$ cat config.mk
export PLATFORM = sky130hd
export DESIGN_NAME = rtc_alarm_watchdog
export DESIGN_NICKNAME = d
export VERILOG_FILES = /design/src/rtl/rtc_pkg.sv /design/src/rtl/rtc_alarm_watchdog.sv
export VERILOG_INCLUDE_DIRS = /design/src /design/src/rtl
export SDC_FILE = /design/constraint.sdc
export NUM_CORES = 1
export LEC_CHECK = 0
export BUFFER_PORTS_ARGS = -buffer_cell sky130_fd_sc_hd__buf_2
export CAP_MARGIN = 30
export CORE_UTILIZATION = 56
export CTS_BUF_LIST = sky130_fd_sc_hd__clkbuf_4
export DETAILED_ROUTE_END_ITERATION = 10
export PLACE_DENSITY = 0.83
export REMOVE_ABC_BUFFERS = 1
export SLEW_MARGIN = 20
export SYNTH_ARGS = -nofsm -noshare
export SYNTH_HDL_FRONTEND = slang
export SYNTH_SLANG_ARGS = --single-unit
$ cat constraint.sdc
create_clock -name aclk -period 2.65 [get_ports aclk]
set_input_delay 0.265 -clock aclk [delete_from_list [all_inputs] [get_ports aclk]]
set_output_delay 0.265 -clock aclk [all_outputs]
set_load 0.01 [all_outputs]
$ cat src/rtl/rtc_params.svh
`ifndef RTC_PARAMS_SVH
`define RTC_PARAMS_SVH
// register byte offsets
`define OFF_TIME0 8'h00
`define OFF_TIME1 8'h04
`define OFF_DATE0 8'h08
`define OFF_DATE1 8'h0c
`define OFF_ALARM 8'h10
`define OFF_WDOG 8'h14
`define OFF_CTRL 8'h18
`define OFF_ISTAT 8'h1c
// control and status bit positions
`define CTRL_AM_MIN 0
`define CTRL_AM_HR 1
`define CTRL_WATCHDOG_ENABLE 2
`define CTRL_WF 3
`define CTRL_INT_EN 4
`define ISTAT_AF 0
// hours field bits
`define HR_MODE 6
`define HR_PM 5
// bcd limits and reset values
`define HUND_LAST 8'h99
`define SEC_LAST 8'h59
`define MIN_LAST 7'h59
`define H24_LAST 6'h23
`define H12_TOP 5'h12
`define H12_PIVOT 5'h11
`define H12_FIRST 5'h01
`define DOW_LAST 3'h6
`define MON_LAST 5'h12
`define YEAR_LAST 8'h99
`define MON_FEB 5'h02
`define MON_APR 5'h04
`define MON_JUN 5'h06
`define MON_SEP 5'h09
`define MON_NOV 5'h11
`define DAYS_28 6'h28
`define DAYS_29 6'h29
`define DAYS_30 6'h30
`define DAYS_31 6'h31
`define RST_DATE 6'h01
`define RST_MONTH 5'h01
// prescaler and timing
`define OSC_HZ 17'd32768
`define TICK_HZ 17'd100
`define TICK_EDGES_MIN 9'd327
`define WDO_PULSE_MS 150
`define CLK_KHZ 100000
// axi responses
`define RESP_OKAY 2'b00
`define RESP_SLVERR 2'b10
`endif

$ cat src/rtl/rtc_pkg.sv
package rtc_pkg;
    // calendar and time, all bcd
    typedef struct packed {
        logic [7:0] year;
        logic [4:0] month;
        logic [5:0] date;
        logic [2:0] dow;
        logic [6:0] hour;
        logic [6:0] minute;
        logic [7:0] second;
        logic [7:0] hund;
    } rtc_time_s;
    // software control bits
    typedef struct packed {
        logic int_en;
        logic watchdog_enable;
        logic am_hr;
        logic am_min;
    } rtc_ctrl_s;
    typedef enum logic {WD_QUIET = 1'b0, WD_PULSE = 1'b1} wd_state_e;
endpackage

$ cat src/rtl/rtc_alarm_watchdog.sv
`timescale 1ns/1ns
`include "rtc_params.svh"
// Notes on behaviour
// RULE1 - clock and calendar advance from the 32 kHz oscillator, hundredths to years
// RULE2 - every time and calendar field is held and accessed as bcd
// RULE3 - reads return current time, writes load new time values
// RULE4 - month end honours short months and leap february through 2100
// RULE5 - hours bit 6 set selects 12-hour counting, clear selects 24-hour
// RULE6 - hours bit 5 is twenties digit in 24-hour, pm flag in 12-hour
// RULE7 - day of week steps at midnight through sequential user values
// RULE8 - host writes only valid time and date values
// RULE9 - alarm armed by either mask bit, fires on minute and/or hour match
// RULE10 - alarm sets alarm flag and drives interrupt pin when enabled
// RULE11 - host writes alarm hours in current 12/24-hour format
// RULE12 - watchdog is 16-bit bcd countdown of 10 ms steps up to 99.99 s
// RULE13 - written seed is start value, counting only while enabled
// RULE14 - watchdog read is snapshot at read time, seed right after write
// RULE15 - each watchdog write reloads the count with the new seed
// RULE16 - enabled nonzero counter decrements every hundredth second until zero
// RULE17 - reaching zero sets flag and pulls output low at least 150 ms
// RULE18 - watchdog flag stays set until host writes it to zero
// RULE19 - clearing flag during pulse releases the output at once
// RULE20 - a zero seed never sets the flag nor pulses the output
// RULE21 - status read clears flags, events during read set afterwards
// RULE22 - interrupt pin held while flag set and enabled, released when clear
// RULE23 - fractional prescaler gives exactly 100 ticks per oscillator second
// RULE24 - bcd carries: 59 wraps, hours 23 to 0 or 12 to 1, pm at 11
module rtc_alarm_watchdog
    import rtc_pkg::*;
#(
    parameter int WDO_PULSE_CYCLES = `WDO_PULSE_MS * `CLK_KHZ
) (
    input wire logic aclk,                 // 100 MHz system clock
    input wire logic aresetn,              // synchronous reset, active low
    input wire logic osc_32k,              // 32.768 kHz oscillator level
    input wire logic [7:0] awaddr,         // write address
    input wire logic awvalid,              // write address valid
    output logic awready,                  // write address ready
    input wire logic [31:0] wdata,         // write data
    input wire logic [3:0] wstrb,          // write byte strobes
    input wire logic wvalid,               // write data valid
    output logic wready,                   // write data ready
    output logic [1:0] bresp,              // write response
    output logic bvalid,                   // write response valid
    input wire logic bready,               // write response ready
    input wire logic [7:0] araddr,         // read address
    input wire logic arvalid,              // read address valid
    output logic arready,                  // read address ready
    output logic [31:0] rdata,             // read data
    output logic [1:0] rresp,              // read response
    output logic rvalid,                   // read data valid
    input wire logic rready,               // read data ready
    output logic int_n,                    // interrupt pin, active low
    input wire logic watchdog_out_n_i,     // level seen on the open-drain pin
    output logic watchdog_out_n_o,         // value driven, always low
    output logic watchdog_out_n_oe         // high while pulling the pin low
);
    rtc_time_s t_reg, t_adv;
    rtc_ctrl_s ctrl_reg;
    wd_state_e wd_state_reg;
    logic [6:0] alarm_hr_reg, alarm_min_reg;
    logic [15:0] wd_cnt_reg, wd_load;
    logic [14:0] acc_reg;
    logic [16:0] acc_sum;
    logic [31:0] pulse_cnt_reg;
    logic osc_q_reg, tick_reg, osc_edge;
    logic wf_reg, af_reg, match_q_reg, alarm_match, alarm_event;
    logic day_carry, wd_wr, wd_expire, wf_clear, istat_rd;
    logic [7:0] awaddr_reg;
    logic [31:0] wdata_reg;
    logic [3:0] wstrb_reg;
    logic aw_got_reg, w_got_reg, wr_fire;
    logic awready_reg, wready_reg, bvalid_reg, arready_reg, rvalid_reg, int_n_reg;
    logic wdo_oe_reg;
    logic [1:0] bresp_reg, rresp_reg;
    logic [31:0] rdata_reg;
    logic [15:0] wm;
    logic [7:0] hund_inc, sec_inc, min_inc, hr_inc, date_inc, mon_inc, yr_inc;

    function automatic logic [7:0] bcd_inc(input logic [7:0] v);
        return (v[3:0] == 4'h9) ? {v[7:4] + 4'h1, 4'h0} : {v[7:4], v[3:0] + 4'h1};
    endfunction

    // borrow ripples through the four digits
    function automatic logic [15:0] bcd_dec16(input logic [15:0] v);
        logic [15:0] r;
        logic b;
        r = v;
        b = 1'b1;
        for (int i = 0; i < 4; i++) begin
            if (b) begin
                if (r[i*4 +: 4] == 4'h0) begin
                    r[i*4 +: 4] = 4'h9;
                end else begin
                    r[i*4 +: 4] = r[i*4 +: 4] - 4'h1;
                    b = 1'b0;
                end
            end
        end
        return r;
    endfunction

    // two-digit year: 00 counts as leap, so 2000..2099 are all right
    function automatic logic is_leap(input logic [7:0] y);
        return y[4] ? (y[3:0] == 4'h2 || y[3:0] == 4'h6)
                    : (y[3:0] == 4'h0 || y[3:0] == 4'h4 || y[3:0] == 4'h8);
    endfunction

    function automatic logic [5:0] month_days(input logic [4:0] m, input logic [7:0] y);
        if (m == `MON_FEB) begin
            return is_leap(y) ? `DAYS_29 : `DAYS_28;
        end
        if (m == `MON_APR || m == `MON_JUN || m == `MON_SEP || m == `MON_NOV) begin
            return `DAYS_30;
        end
        return `DAYS_31;
    endfunction

    function automatic logic mapped(input logic [7:0] a);
        return (a[7:5] == 3'h0) && (a[1:0] == 2'h0);
    endfunction

    function automatic logic [15:0] merge16(input logic [31:0] old, input logic [31:0] d,
                                            input logic [3:0] s);
        return {s[1] ? d[15:8] : old[15:8], s[0] ? d[7:0] : old[7:0]};
    endfunction

    // register view, shared by the read path and the write merge
    function automatic logic [31:0] reg_word(input logic [7:0] a, input rtc_time_s t,
        input logic [6:0] ah, input logic [6:0] am, input logic [15:0] wd,
        input rtc_ctrl_s c, input logic wf, input logic af);
        case (a)
            `OFF_TIME0: return {16'h0, t.second, t.hund};
            `OFF_TIME1: return {17'h0, t.minute, 1'b0, t.hour};
            `OFF_DATE0: return {18'h0, t.date, 5'h0, t.dow};
            `OFF_DATE1: return {16'h0, t.year, 3'h0, t.month};
            `OFF_ALARM: return {17'h0, am, 1'b0, ah};
            `OFF_WDOG: return {16'h0, wd};
            `OFF_CTRL: return {27'h0, c.int_en, wf, c.watchdog_enable, c.am_hr, c.am_min};
            `OFF_ISTAT: return {31'h0, af};
            default: return 32'h0;
        endcase
    endfunction

    // oscillator is synchronous to aclk, so a plain edge detect is enough
    always_ff @(posedge aclk) begin
        if (!aresetn) begin
            osc_q_reg <= 1'b0;
        end else begin
            osc_q_reg <= osc_32k;
        end
    end
    assign osc_edge = osc_32k && !osc_q_reg;
    assign acc_sum = {2'b00, acc_reg} + `TICK_HZ;

    // fractional divide: add 100 per edge, wrap at 32768, tick on wrap
    always_ff @(posedge aclk) begin
        if (!aresetn) begin
            acc_reg <= 15'h0;
            tick_reg <= 1'b0;
        end else begin
            tick_reg <= 1'b0;
            if (osc_edge) begin
                if (acc_sum >= `OSC_HZ) begin // RULE23
                    acc_reg <= 15'(acc_sum - `OSC_HZ);
                    tick_reg <= 1'b1; // RULE1
                end else begin
                    acc_reg <= acc_sum[14:0];
                end
            end
        end
    end

    // cascade of bcd counters, one hundredth per tick
    always_comb begin
        hund_inc = bcd_inc(t_reg.hund);
        sec_inc = bcd_inc(t_reg.second);
        min_inc = bcd_inc({1'b0, t_reg.minute});
        hr_inc = bcd_inc({1'b0, t_reg.hour});
        date_inc = bcd_inc({2'b00, t_reg.date});
        mon_inc = bcd_inc({3'b000, t_reg.month});
        yr_inc = bcd_inc(t_reg.year);
        t_adv = t_reg;
        day_carry = 1'b0;
        if (tick_reg) begin
            t_adv.hund = hund_inc; // RULE2
            if (t_reg.hund == `HUND_LAST) begin
                t_adv.hund = 8'h00;
                t_adv.second = sec_inc;
                if (t_reg.second == `SEC_LAST) begin // RULE24
                    t_adv.second = 8'h00;
                    t_adv.minute = min_inc[6:0];
                    if (t_reg.minute == `MIN_LAST) begin
                        t_adv.minute = 7'h00;
                        if (t_reg.hour[`HR_MODE]) begin // RULE5
                            if (t_reg.hour[4:0] == `H12_TOP) begin
                                t_adv.hour[4:0] = `H12_FIRST;
                            end else if (t_reg.hour[4:0] == `H12_PIVOT) begin
                                t_adv.hour[4:0] = `H12_TOP;
                                t_adv.hour[`HR_PM] = ~t_reg.hour[`HR_PM]; // RULE6
                                day_carry = t_reg.hour[`HR_PM];
                            end else begin
                                t_adv.hour[4:0] = hr_inc[4:0];
                            end
                        end else if (t_reg.hour[5:0] == `H24_LAST) begin
                            t_adv.hour[5:0] = 6'h00;
                            day_carry = 1'b1;
                        end else begin
                            t_adv.hour[5:0] = hr_inc[5:0]; // RULE6
                        end
                    end
                end
            end
        end
        if (day_carry) begin
            t_adv.dow = (t_reg.dow == `DOW_LAST) ? 3'h0 : t_reg.dow + 3'h1; // RULE7
            t_adv.date = date_inc[5:0];
            if (t_reg.date == month_days(t_reg.month, t_reg.year)) begin // RULE4
                t_adv.date = `RST_DATE;
                t_adv.month = mon_inc[4:0];
                if (t_reg.month == `MON_LAST) begin
                    t_adv.month = `RST_MONTH;
                    t_adv.year = (t_reg.year == `YEAR_LAST) ? 8'h00 : yr_inc;
                end
            end
        end
    end

    // write merge against the current word keeps lanes without a strobe
    assign wm = merge16(reg_word(awaddr_reg, t_reg, alarm_hr_reg, alarm_min_reg,
        wd_cnt_reg, ctrl_reg, wf_reg, af_reg), wdata_reg, wstrb_reg);
    assign wr_fire = aw_got_reg && w_got_reg && !bvalid_reg;

    // time keeping; a host write wins over the tick for the written word
    always_ff @(posedge aclk) begin
        if (!aresetn) begin
            t_reg <= '{year: 8'h00, month: `RST_MONTH, date: `RST_DATE, default: '0};
        end else begin
            t_reg <= t_adv;
            if (wr_fire) begin
                case (awaddr_reg) // RULE3
                    `OFF_TIME0: begin
                        t_reg.hund <= wm[7:0];
                        t_reg.second <= wm[15:8];
                    end
                    `OFF_TIME1: begin
                        t_reg.hour <= wm[6:0];
                        t_reg.minute <= wm[14:8];
                    end
                    `OFF_DATE0: begin
                        t_reg.dow <= wm[2:0];
                        t_reg.date <= wm[13:8];
                    end
                    `OFF_DATE1: begin
                        t_reg.month <= wm[4:0];
                        t_reg.year <= wm[15:8];
                    end
                    default: begin
                    end
                endcase
            end
        end
    end

    // alarm setting and control bits
    always_ff @(posedge aclk) begin
        if (!aresetn) begin
            alarm_hr_reg <= 7'h00;
            alarm_min_reg <= 7'h00;
            ctrl_reg <= '0;
        end else if (wr_fire && awaddr_reg == `OFF_ALARM) begin
            alarm_hr_reg <= wm[6:0];
            alarm_min_reg <= wm[14:8];
        end else if (wr_fire && awaddr_reg == `OFF_CTRL) begin
            ctrl_reg.am_min <= wm[`CTRL_AM_MIN];
            ctrl_reg.am_hr <= wm[`CTRL_AM_HR];
            ctrl_reg.watchdog_enable <= wm[`CTRL_WATCHDOG_ENABLE];
            ctrl_reg.int_en <= wm[`CTRL_INT_EN];
        end
    end

    // hours compared as stored, so the host must match the 12/24 format
    assign alarm_match = (ctrl_reg.am_min || ctrl_reg.am_hr)
        && (!ctrl_reg.am_min || alarm_min_reg == t_reg.minute)
        && (!ctrl_reg.am_hr || alarm_hr_reg == t_reg.hour); // RULE9
    assign alarm_event = alarm_match && !match_q_reg;
    assign istat_rd = arvalid && arready_reg && araddr == `OFF_ISTAT;

    // a status read clears the flag, but a same-cycle event survives it
    always_ff @(posedge aclk) begin
        if (!aresetn) begin
            match_q_reg <= 1'b0;
            af_reg <= 1'b0;
            int_n_reg <= 1'b1;
        end else begin
            match_q_reg <= alarm_match;
            af_reg <= alarm_event || (af_reg && !istat_rd); // RULE10 RULE21
            int_n_reg <= !(ctrl_reg.int_en && af_reg); // RULE22
        end
    end

    assign wd_wr = wr_fire && awaddr_reg == `OFF_WDOG;
    assign wd_load = merge16({16'h0, wd_cnt_reg}, wdata_reg, wstrb_reg);
    // expiry only on a decrement from one, never on a loaded zero
    assign wd_expire = !wd_wr && tick_reg && ctrl_reg.watchdog_enable && wd_cnt_reg == 16'h0001; // RULE20
    assign wf_clear = wr_fire && awaddr_reg == `OFF_CTRL && wstrb_reg[0]
        && !wdata_reg[`CTRL_WF];

    // watchdog countdown, one bcd step per hundredth
    always_ff @(posedge aclk) begin
        if (!aresetn) begin
            wd_cnt_reg <= 16'h0000;
        end else if (wd_wr) begin
            wd_cnt_reg <= wd_load; // RULE13 RULE15
        end else if (tick_reg && ctrl_reg.watchdog_enable && wd_cnt_reg != 16'h0000) begin
            wd_cnt_reg <= bcd_dec16(wd_cnt_reg); // RULE12 RULE16
        end
    end

    // flag and low pulse; software can only clear, expiry wins a tie
    always_ff @(posedge aclk) begin
        if (!aresetn) begin
            wf_reg <= 1'b0;
            wd_state_reg <= WD_QUIET;
            pulse_cnt_reg <= 32'h0;
            wdo_oe_reg <= 1'b0;
        end else begin
            wf_reg <= wd_expire || (wf_reg && !wf_clear); // RULE17 RULE18
            unique case (wd_state_reg)
                WD_QUIET: begin
                    if (wd_expire) begin
                        wd_state_reg <= WD_PULSE;
                        pulse_cnt_reg <= 32'h0;
                        wdo_oe_reg <= 1'b1; // RULE17
                    end
                end
                WD_PULSE: begin
                    pulse_cnt_reg <= pulse_cnt_reg + 32'h1;
                    if (wd_expire) begin
                        pulse_cnt_reg <= 32'h0;
                    end else if (wf_clear
                                 || pulse_cnt_reg == 32'(WDO_PULSE_CYCLES - 1)) begin
                        wd_state_reg <= WD_QUIET; // RULE19
                        wdo_oe_reg <= 1'b0;
                    end
                end
            endcase
        end
    end

    // axi write channels: address and data taken in either order
    always_ff @(posedge aclk) begin
        if (!aresetn) begin
            aw_got_reg <= 1'b0;
            w_got_reg <= 1'b0;
            awready_reg <= 1'b0;
            wready_reg <= 1'b0;
            bvalid_reg <= 1'b0;
            bresp_reg <= `RESP_OKAY;
            awaddr_reg <= 8'h00;
            wdata_reg <= 32'h0;
            wstrb_reg <= 4'h0;
        end else begin
            if (awvalid && awready_reg) begin
                awaddr_reg <= awaddr;
                aw_got_reg <= 1'b1;
                awready_reg <= 1'b0;
            end else if (!aw_got_reg && !bvalid_reg) begin
                awready_reg <= 1'b1;
            end
            if (wvalid && wready_reg) begin
                wdata_reg <= wdata;
                wstrb_reg <= wstrb;
                w_got_reg <= 1'b1;
                wready_reg <= 1'b0;
            end else if (!w_got_reg && !bvalid_reg) begin
                wready_reg <= 1'b1;
            end
            if (wr_fire) begin
                aw_got_reg <= 1'b0;
                w_got_reg <= 1'b0;
                bvalid_reg <= 1'b1;
                bresp_reg <= mapped(awaddr_reg) ? `RESP_OKAY : `RESP_SLVERR;
            end else if (bvalid_reg && bready) begin
                bvalid_reg <= 1'b0;
            end
        end
    end

    // axi read: data captured at the address handshake, a true snapshot
    always_ff @(posedge aclk) begin
        if (!aresetn) begin
            arready_reg <= 1'b0;
            rvalid_reg <= 1'b0;
            rdata_reg <= 32'h0;
            rresp_reg <= `RESP_OKAY;
        end else if (arvalid && arready_reg) begin
            arready_reg <= 1'b0;
            rvalid_reg <= 1'b1;
            rdata_reg <= reg_word(araddr, t_reg, alarm_hr_reg, alarm_min_reg, wd_cnt_reg,
                ctrl_reg, wf_reg, af_reg); // RULE3 RULE14
            rresp_reg <= mapped(araddr) ? `RESP_OKAY : `RESP_SLVERR;
        end else if (rvalid_reg && rready) begin
            rvalid_reg <= 1'b0;
        end else if (!rvalid_reg) begin
            arready_reg <= 1'b1;
        end
    end

    assign awready = awready_reg;
    assign wready = wready_reg;
    assign bvalid = bvalid_reg;
    assign bresp = bresp_reg;
    assign arready = arready_reg;
    assign rvalid = rvalid_reg;
    assign rdata = rdata_reg;
    assign rresp = rresp_reg;
    assign int_n = int_n_reg;
    assign watchdog_out_n_o = 1'b0;
    assign watchdog_out_n_oe = wdo_oe_reg;

    // oscillator edges between ticks, seen only by the checks
    logic [8:0] edges_reg;
    always_ff @(posedge aclk) begin
        if (!aresetn || tick_reg) begin
            edges_reg <= 9'h0;
        end else if (osc_edge) begin
            edges_reg <= edges_reg + 9'h1;
        end
    end
endmodule

==> impl_metrics.json <==
{
  "synthCells": 1429,
  "slowest_delay_ns": 0.38,
  "clock-sinks": 190,
  "yosysUniqueCellTypes": 84,
  "grt.total_usage_pct": 32.5,
  "rsz0062_at_grt": "true",
  "finalHoldViolCount": 0,
  "num_vias": 11478,
  "rows": 51,
  "grt_start_max_net_pins": 55,
  "fp.dieH_um": 143,
  "vdd_ir_drop_max_uv": 595,
  "synth_edf_count": 0,
  "min-delay-path-class": "in2reg",
  "tns_ns": 0,
  "gp_congestion": 1.00,
  "finalCriticalPeriod_ns": 2.57,
  "grt_pass1_vias": 10471,
  "fp.coreArea_um2": 19500,
  "slew_viol_final": 0,
  "grt-ovfl-total": 0,
  "syn_area_um2": 11100,
  "yosys_most_used_dff": "dfxtp_1",
  "first_pass_iters": 9,
  "avgSynthCellArea_um2": 7.78,
  "async_reset_ff_share_pct": 0,
  "post-route-drc-count": 0,
  "dp.cells": 1770,
  "timing.fmax_mhz": 390,
  "area_delta_synth_final_pct": 15.0,
  "antenna_found_initial": 1,
  "path_class": "reg2reg",
  "final.period_utilization_pct": 96.9,
  "cp_slowest_cell": "a2111oi_2",
  "tightestPinTransition_ns": 0.793,
  "yosys.area.top_type": "dfxtp_1",
  "ios": 105,
  "htreeDepth": 4,
  "place_hpwl_um": 24000,
  "largest_reg_flops": 51,
  "ys_top_cells_by_area": "dfxtp_1, nand2_1, nor2_1, a21oi_1, o21ai_0",
  "cp-end-kind": "flip-flop",
  "avgViaCountPerCell": 6.25,
  "numPortBuffers": 66,
  "cp_max_fo": 6,
  "yosysWarningCount": 0,
  "clkTransAtPathRegs_ns": 0.17,
  "power_leakage_nw": 4.73,
  "status": "complete, no violations",
  "grt_pass1_wl_um": 52300,
  "crit_chain": "nor2b_4 -> nor4b_4 -> ha_2 -> nand2_1 -> a21o_1 -> a2111oi_2 -> buf_4 -> nand2_2 -> nor3_4 -> mux2i_1 -> o22ai_1",
  "slew_headroom_pct": 47.1,
  "finalSetupViolations": 0,
  "drt_wl_total_um": 33200,
  "antenna_left": 0,
  "arrival_ns": 3.07,
  "skew_ns": 0.0308,
  "crit_required_ns": 3.15,
  "drt_iter0_drc": 1532,
  "synth_top_area_share_pct": 34.2,
  "p_per_area_nw_per_um2": 400,
  "drv_cap": 0,
  "wl_per_cell_um": 18.1,
  "initial_core_util_pct": 57.1,
  "ys_ff_latch": 190,
  "clk_latency_ns": 0.61,
  "die_w_um": 143,
  "die_area_um2": 20400,
  "fin_cells": 1837,
  "clock_path_buffers": 2,
  "drive_gt1_share_pct": 16.0,
  "ctsRootBufferMaster": "clkbuf_4",
  "ys_seq_area_share_pct": 34.2,
  "cts_tree": "done",
  "start_kind": "flip-flop",
  "finalNetCount": 1640,
  "cts_made_buffers": 17
}
## repair_timing
action | 4_1_cts | 5_1_grt
buffers inserted | 1 | 1
hold endpoints to repair | 32 | 0
gates resized for setup | 1 | 15
pin swaps | 0 | 5
hold buffers | 32 | 0
endpoints found under the setup margin | 6 | 57
## worst paths after layout
check / from / end / slack (ns) / depth (start not counted)
worst max-delay path: t_reg[23] / t_reg[47] / 0.08 / 11
worst min-delay path: aresetn / w_got_reg / 0.11 / 3
worst max register to register: t_reg[23] / t_reg[47] / 0.08 / 11
worst min register to register: rdata[8] / rdata[8] / 0.46 / 2
## report_power, final
group | total, mW | internal [mW] | switching [mW]
Sequential | 2.97 | 2.91 | 0.0584
Clock | 1.61 | 0.499 | 1.11
Combinational | 0.545 | 0.212 | 0.333
Total | 5.12 | 3.62 | 1.50
## cells in the final DEF (no fill, tap or decap), types with 26 or more instances in the layout
cell type	synthesis	layout
a211oi_1	28	27
a21oi_1	117	116
buf_2	15	66
buf_4	21	99
dfxtp_1	190	188
dlygate4sd3_1	0	32
inv_1	27	26
mux2i_1	34	34
nand2_1	201	199
nand3_1	60	60
nor2_1	167	167
nor3_1	38	38
o21ai_0	83	82
xnor2_1	29	29
xor2_1	28	28
## final cells by class
class	count	area, um2
antenna	1	2.50
clock buffer	17	128
clock inverter	15	153
fill	1608	6670
inverter	28	108
multi-input combinational	1121	6810
sequential	190	3810
tap	265	332
timing repair buffer	200	1450
## metal layers
metal	up-vias	part of all wire (%)	global-route usage, %
met3	138	9.6	6.41
met2	640	45	52.2
met4	0	4.8	16.4
met5	-	0	0
li1	5361	-	-
met1	5339	40	41.6
## logic make-up after synthesis
family | Yosys count | share of synthesized area [%]
muxes | 50 | 6.00
adders and majority gates | 21 | 2.36
other | 1 | 0.0337
xor gates and xnor gates | 57 | 4.49
and+or+nand+nor | 623 | 27.3
DFF | 190 | 34.2
buffers and inverters | 136 | 5.67
AOI/OAI and AO/OA | 351 | 20.0
## worst max-delay path, delay by kind of cell, from the launching register on
family / cells / cell delay, ns
compound gates: 3 / 0.67
fa+ha+maj: 1 / 0.21
buf+inv: 1 / 0.21
flops: 1 / 0.37
mux: 1 / 0.22
simple gates: 5 / 0.80
## cells in the mapped netlist (23+ instances only)
master / number
xnor2_1: 29
mux2i_1: 34
nand3_1: 60
dfxtp_1: 190
xor2_1: 28
a211oi_1: 28
nand2_1: 201
nor2_1: 167
o21ai_0: 83
nand4_1: 23
a21oi_1: 117
clkbuf_1: 64
inv_1: 27
nor3_1: 38
## stage by stage
step	hold WS, ns	setup slack, ns	utilization, %	area (um2)	total power [mW]
final	0.115	0.0830	65.7	12800	5.12
after global routing	0.0771	-0.0493	65.7	12800	5.29
after CTS	0.0809	0.00684	65.4	12700	5.11
after detailed placement	0.445	-0.0453	62.3	12100	3.51
after global placement	0.438	0.0223	62.3	12100	3.50
after floorplan	0.350	-0.876	-	10700	3.28
No activity file was read; power rests on OpenSTA's default activity.
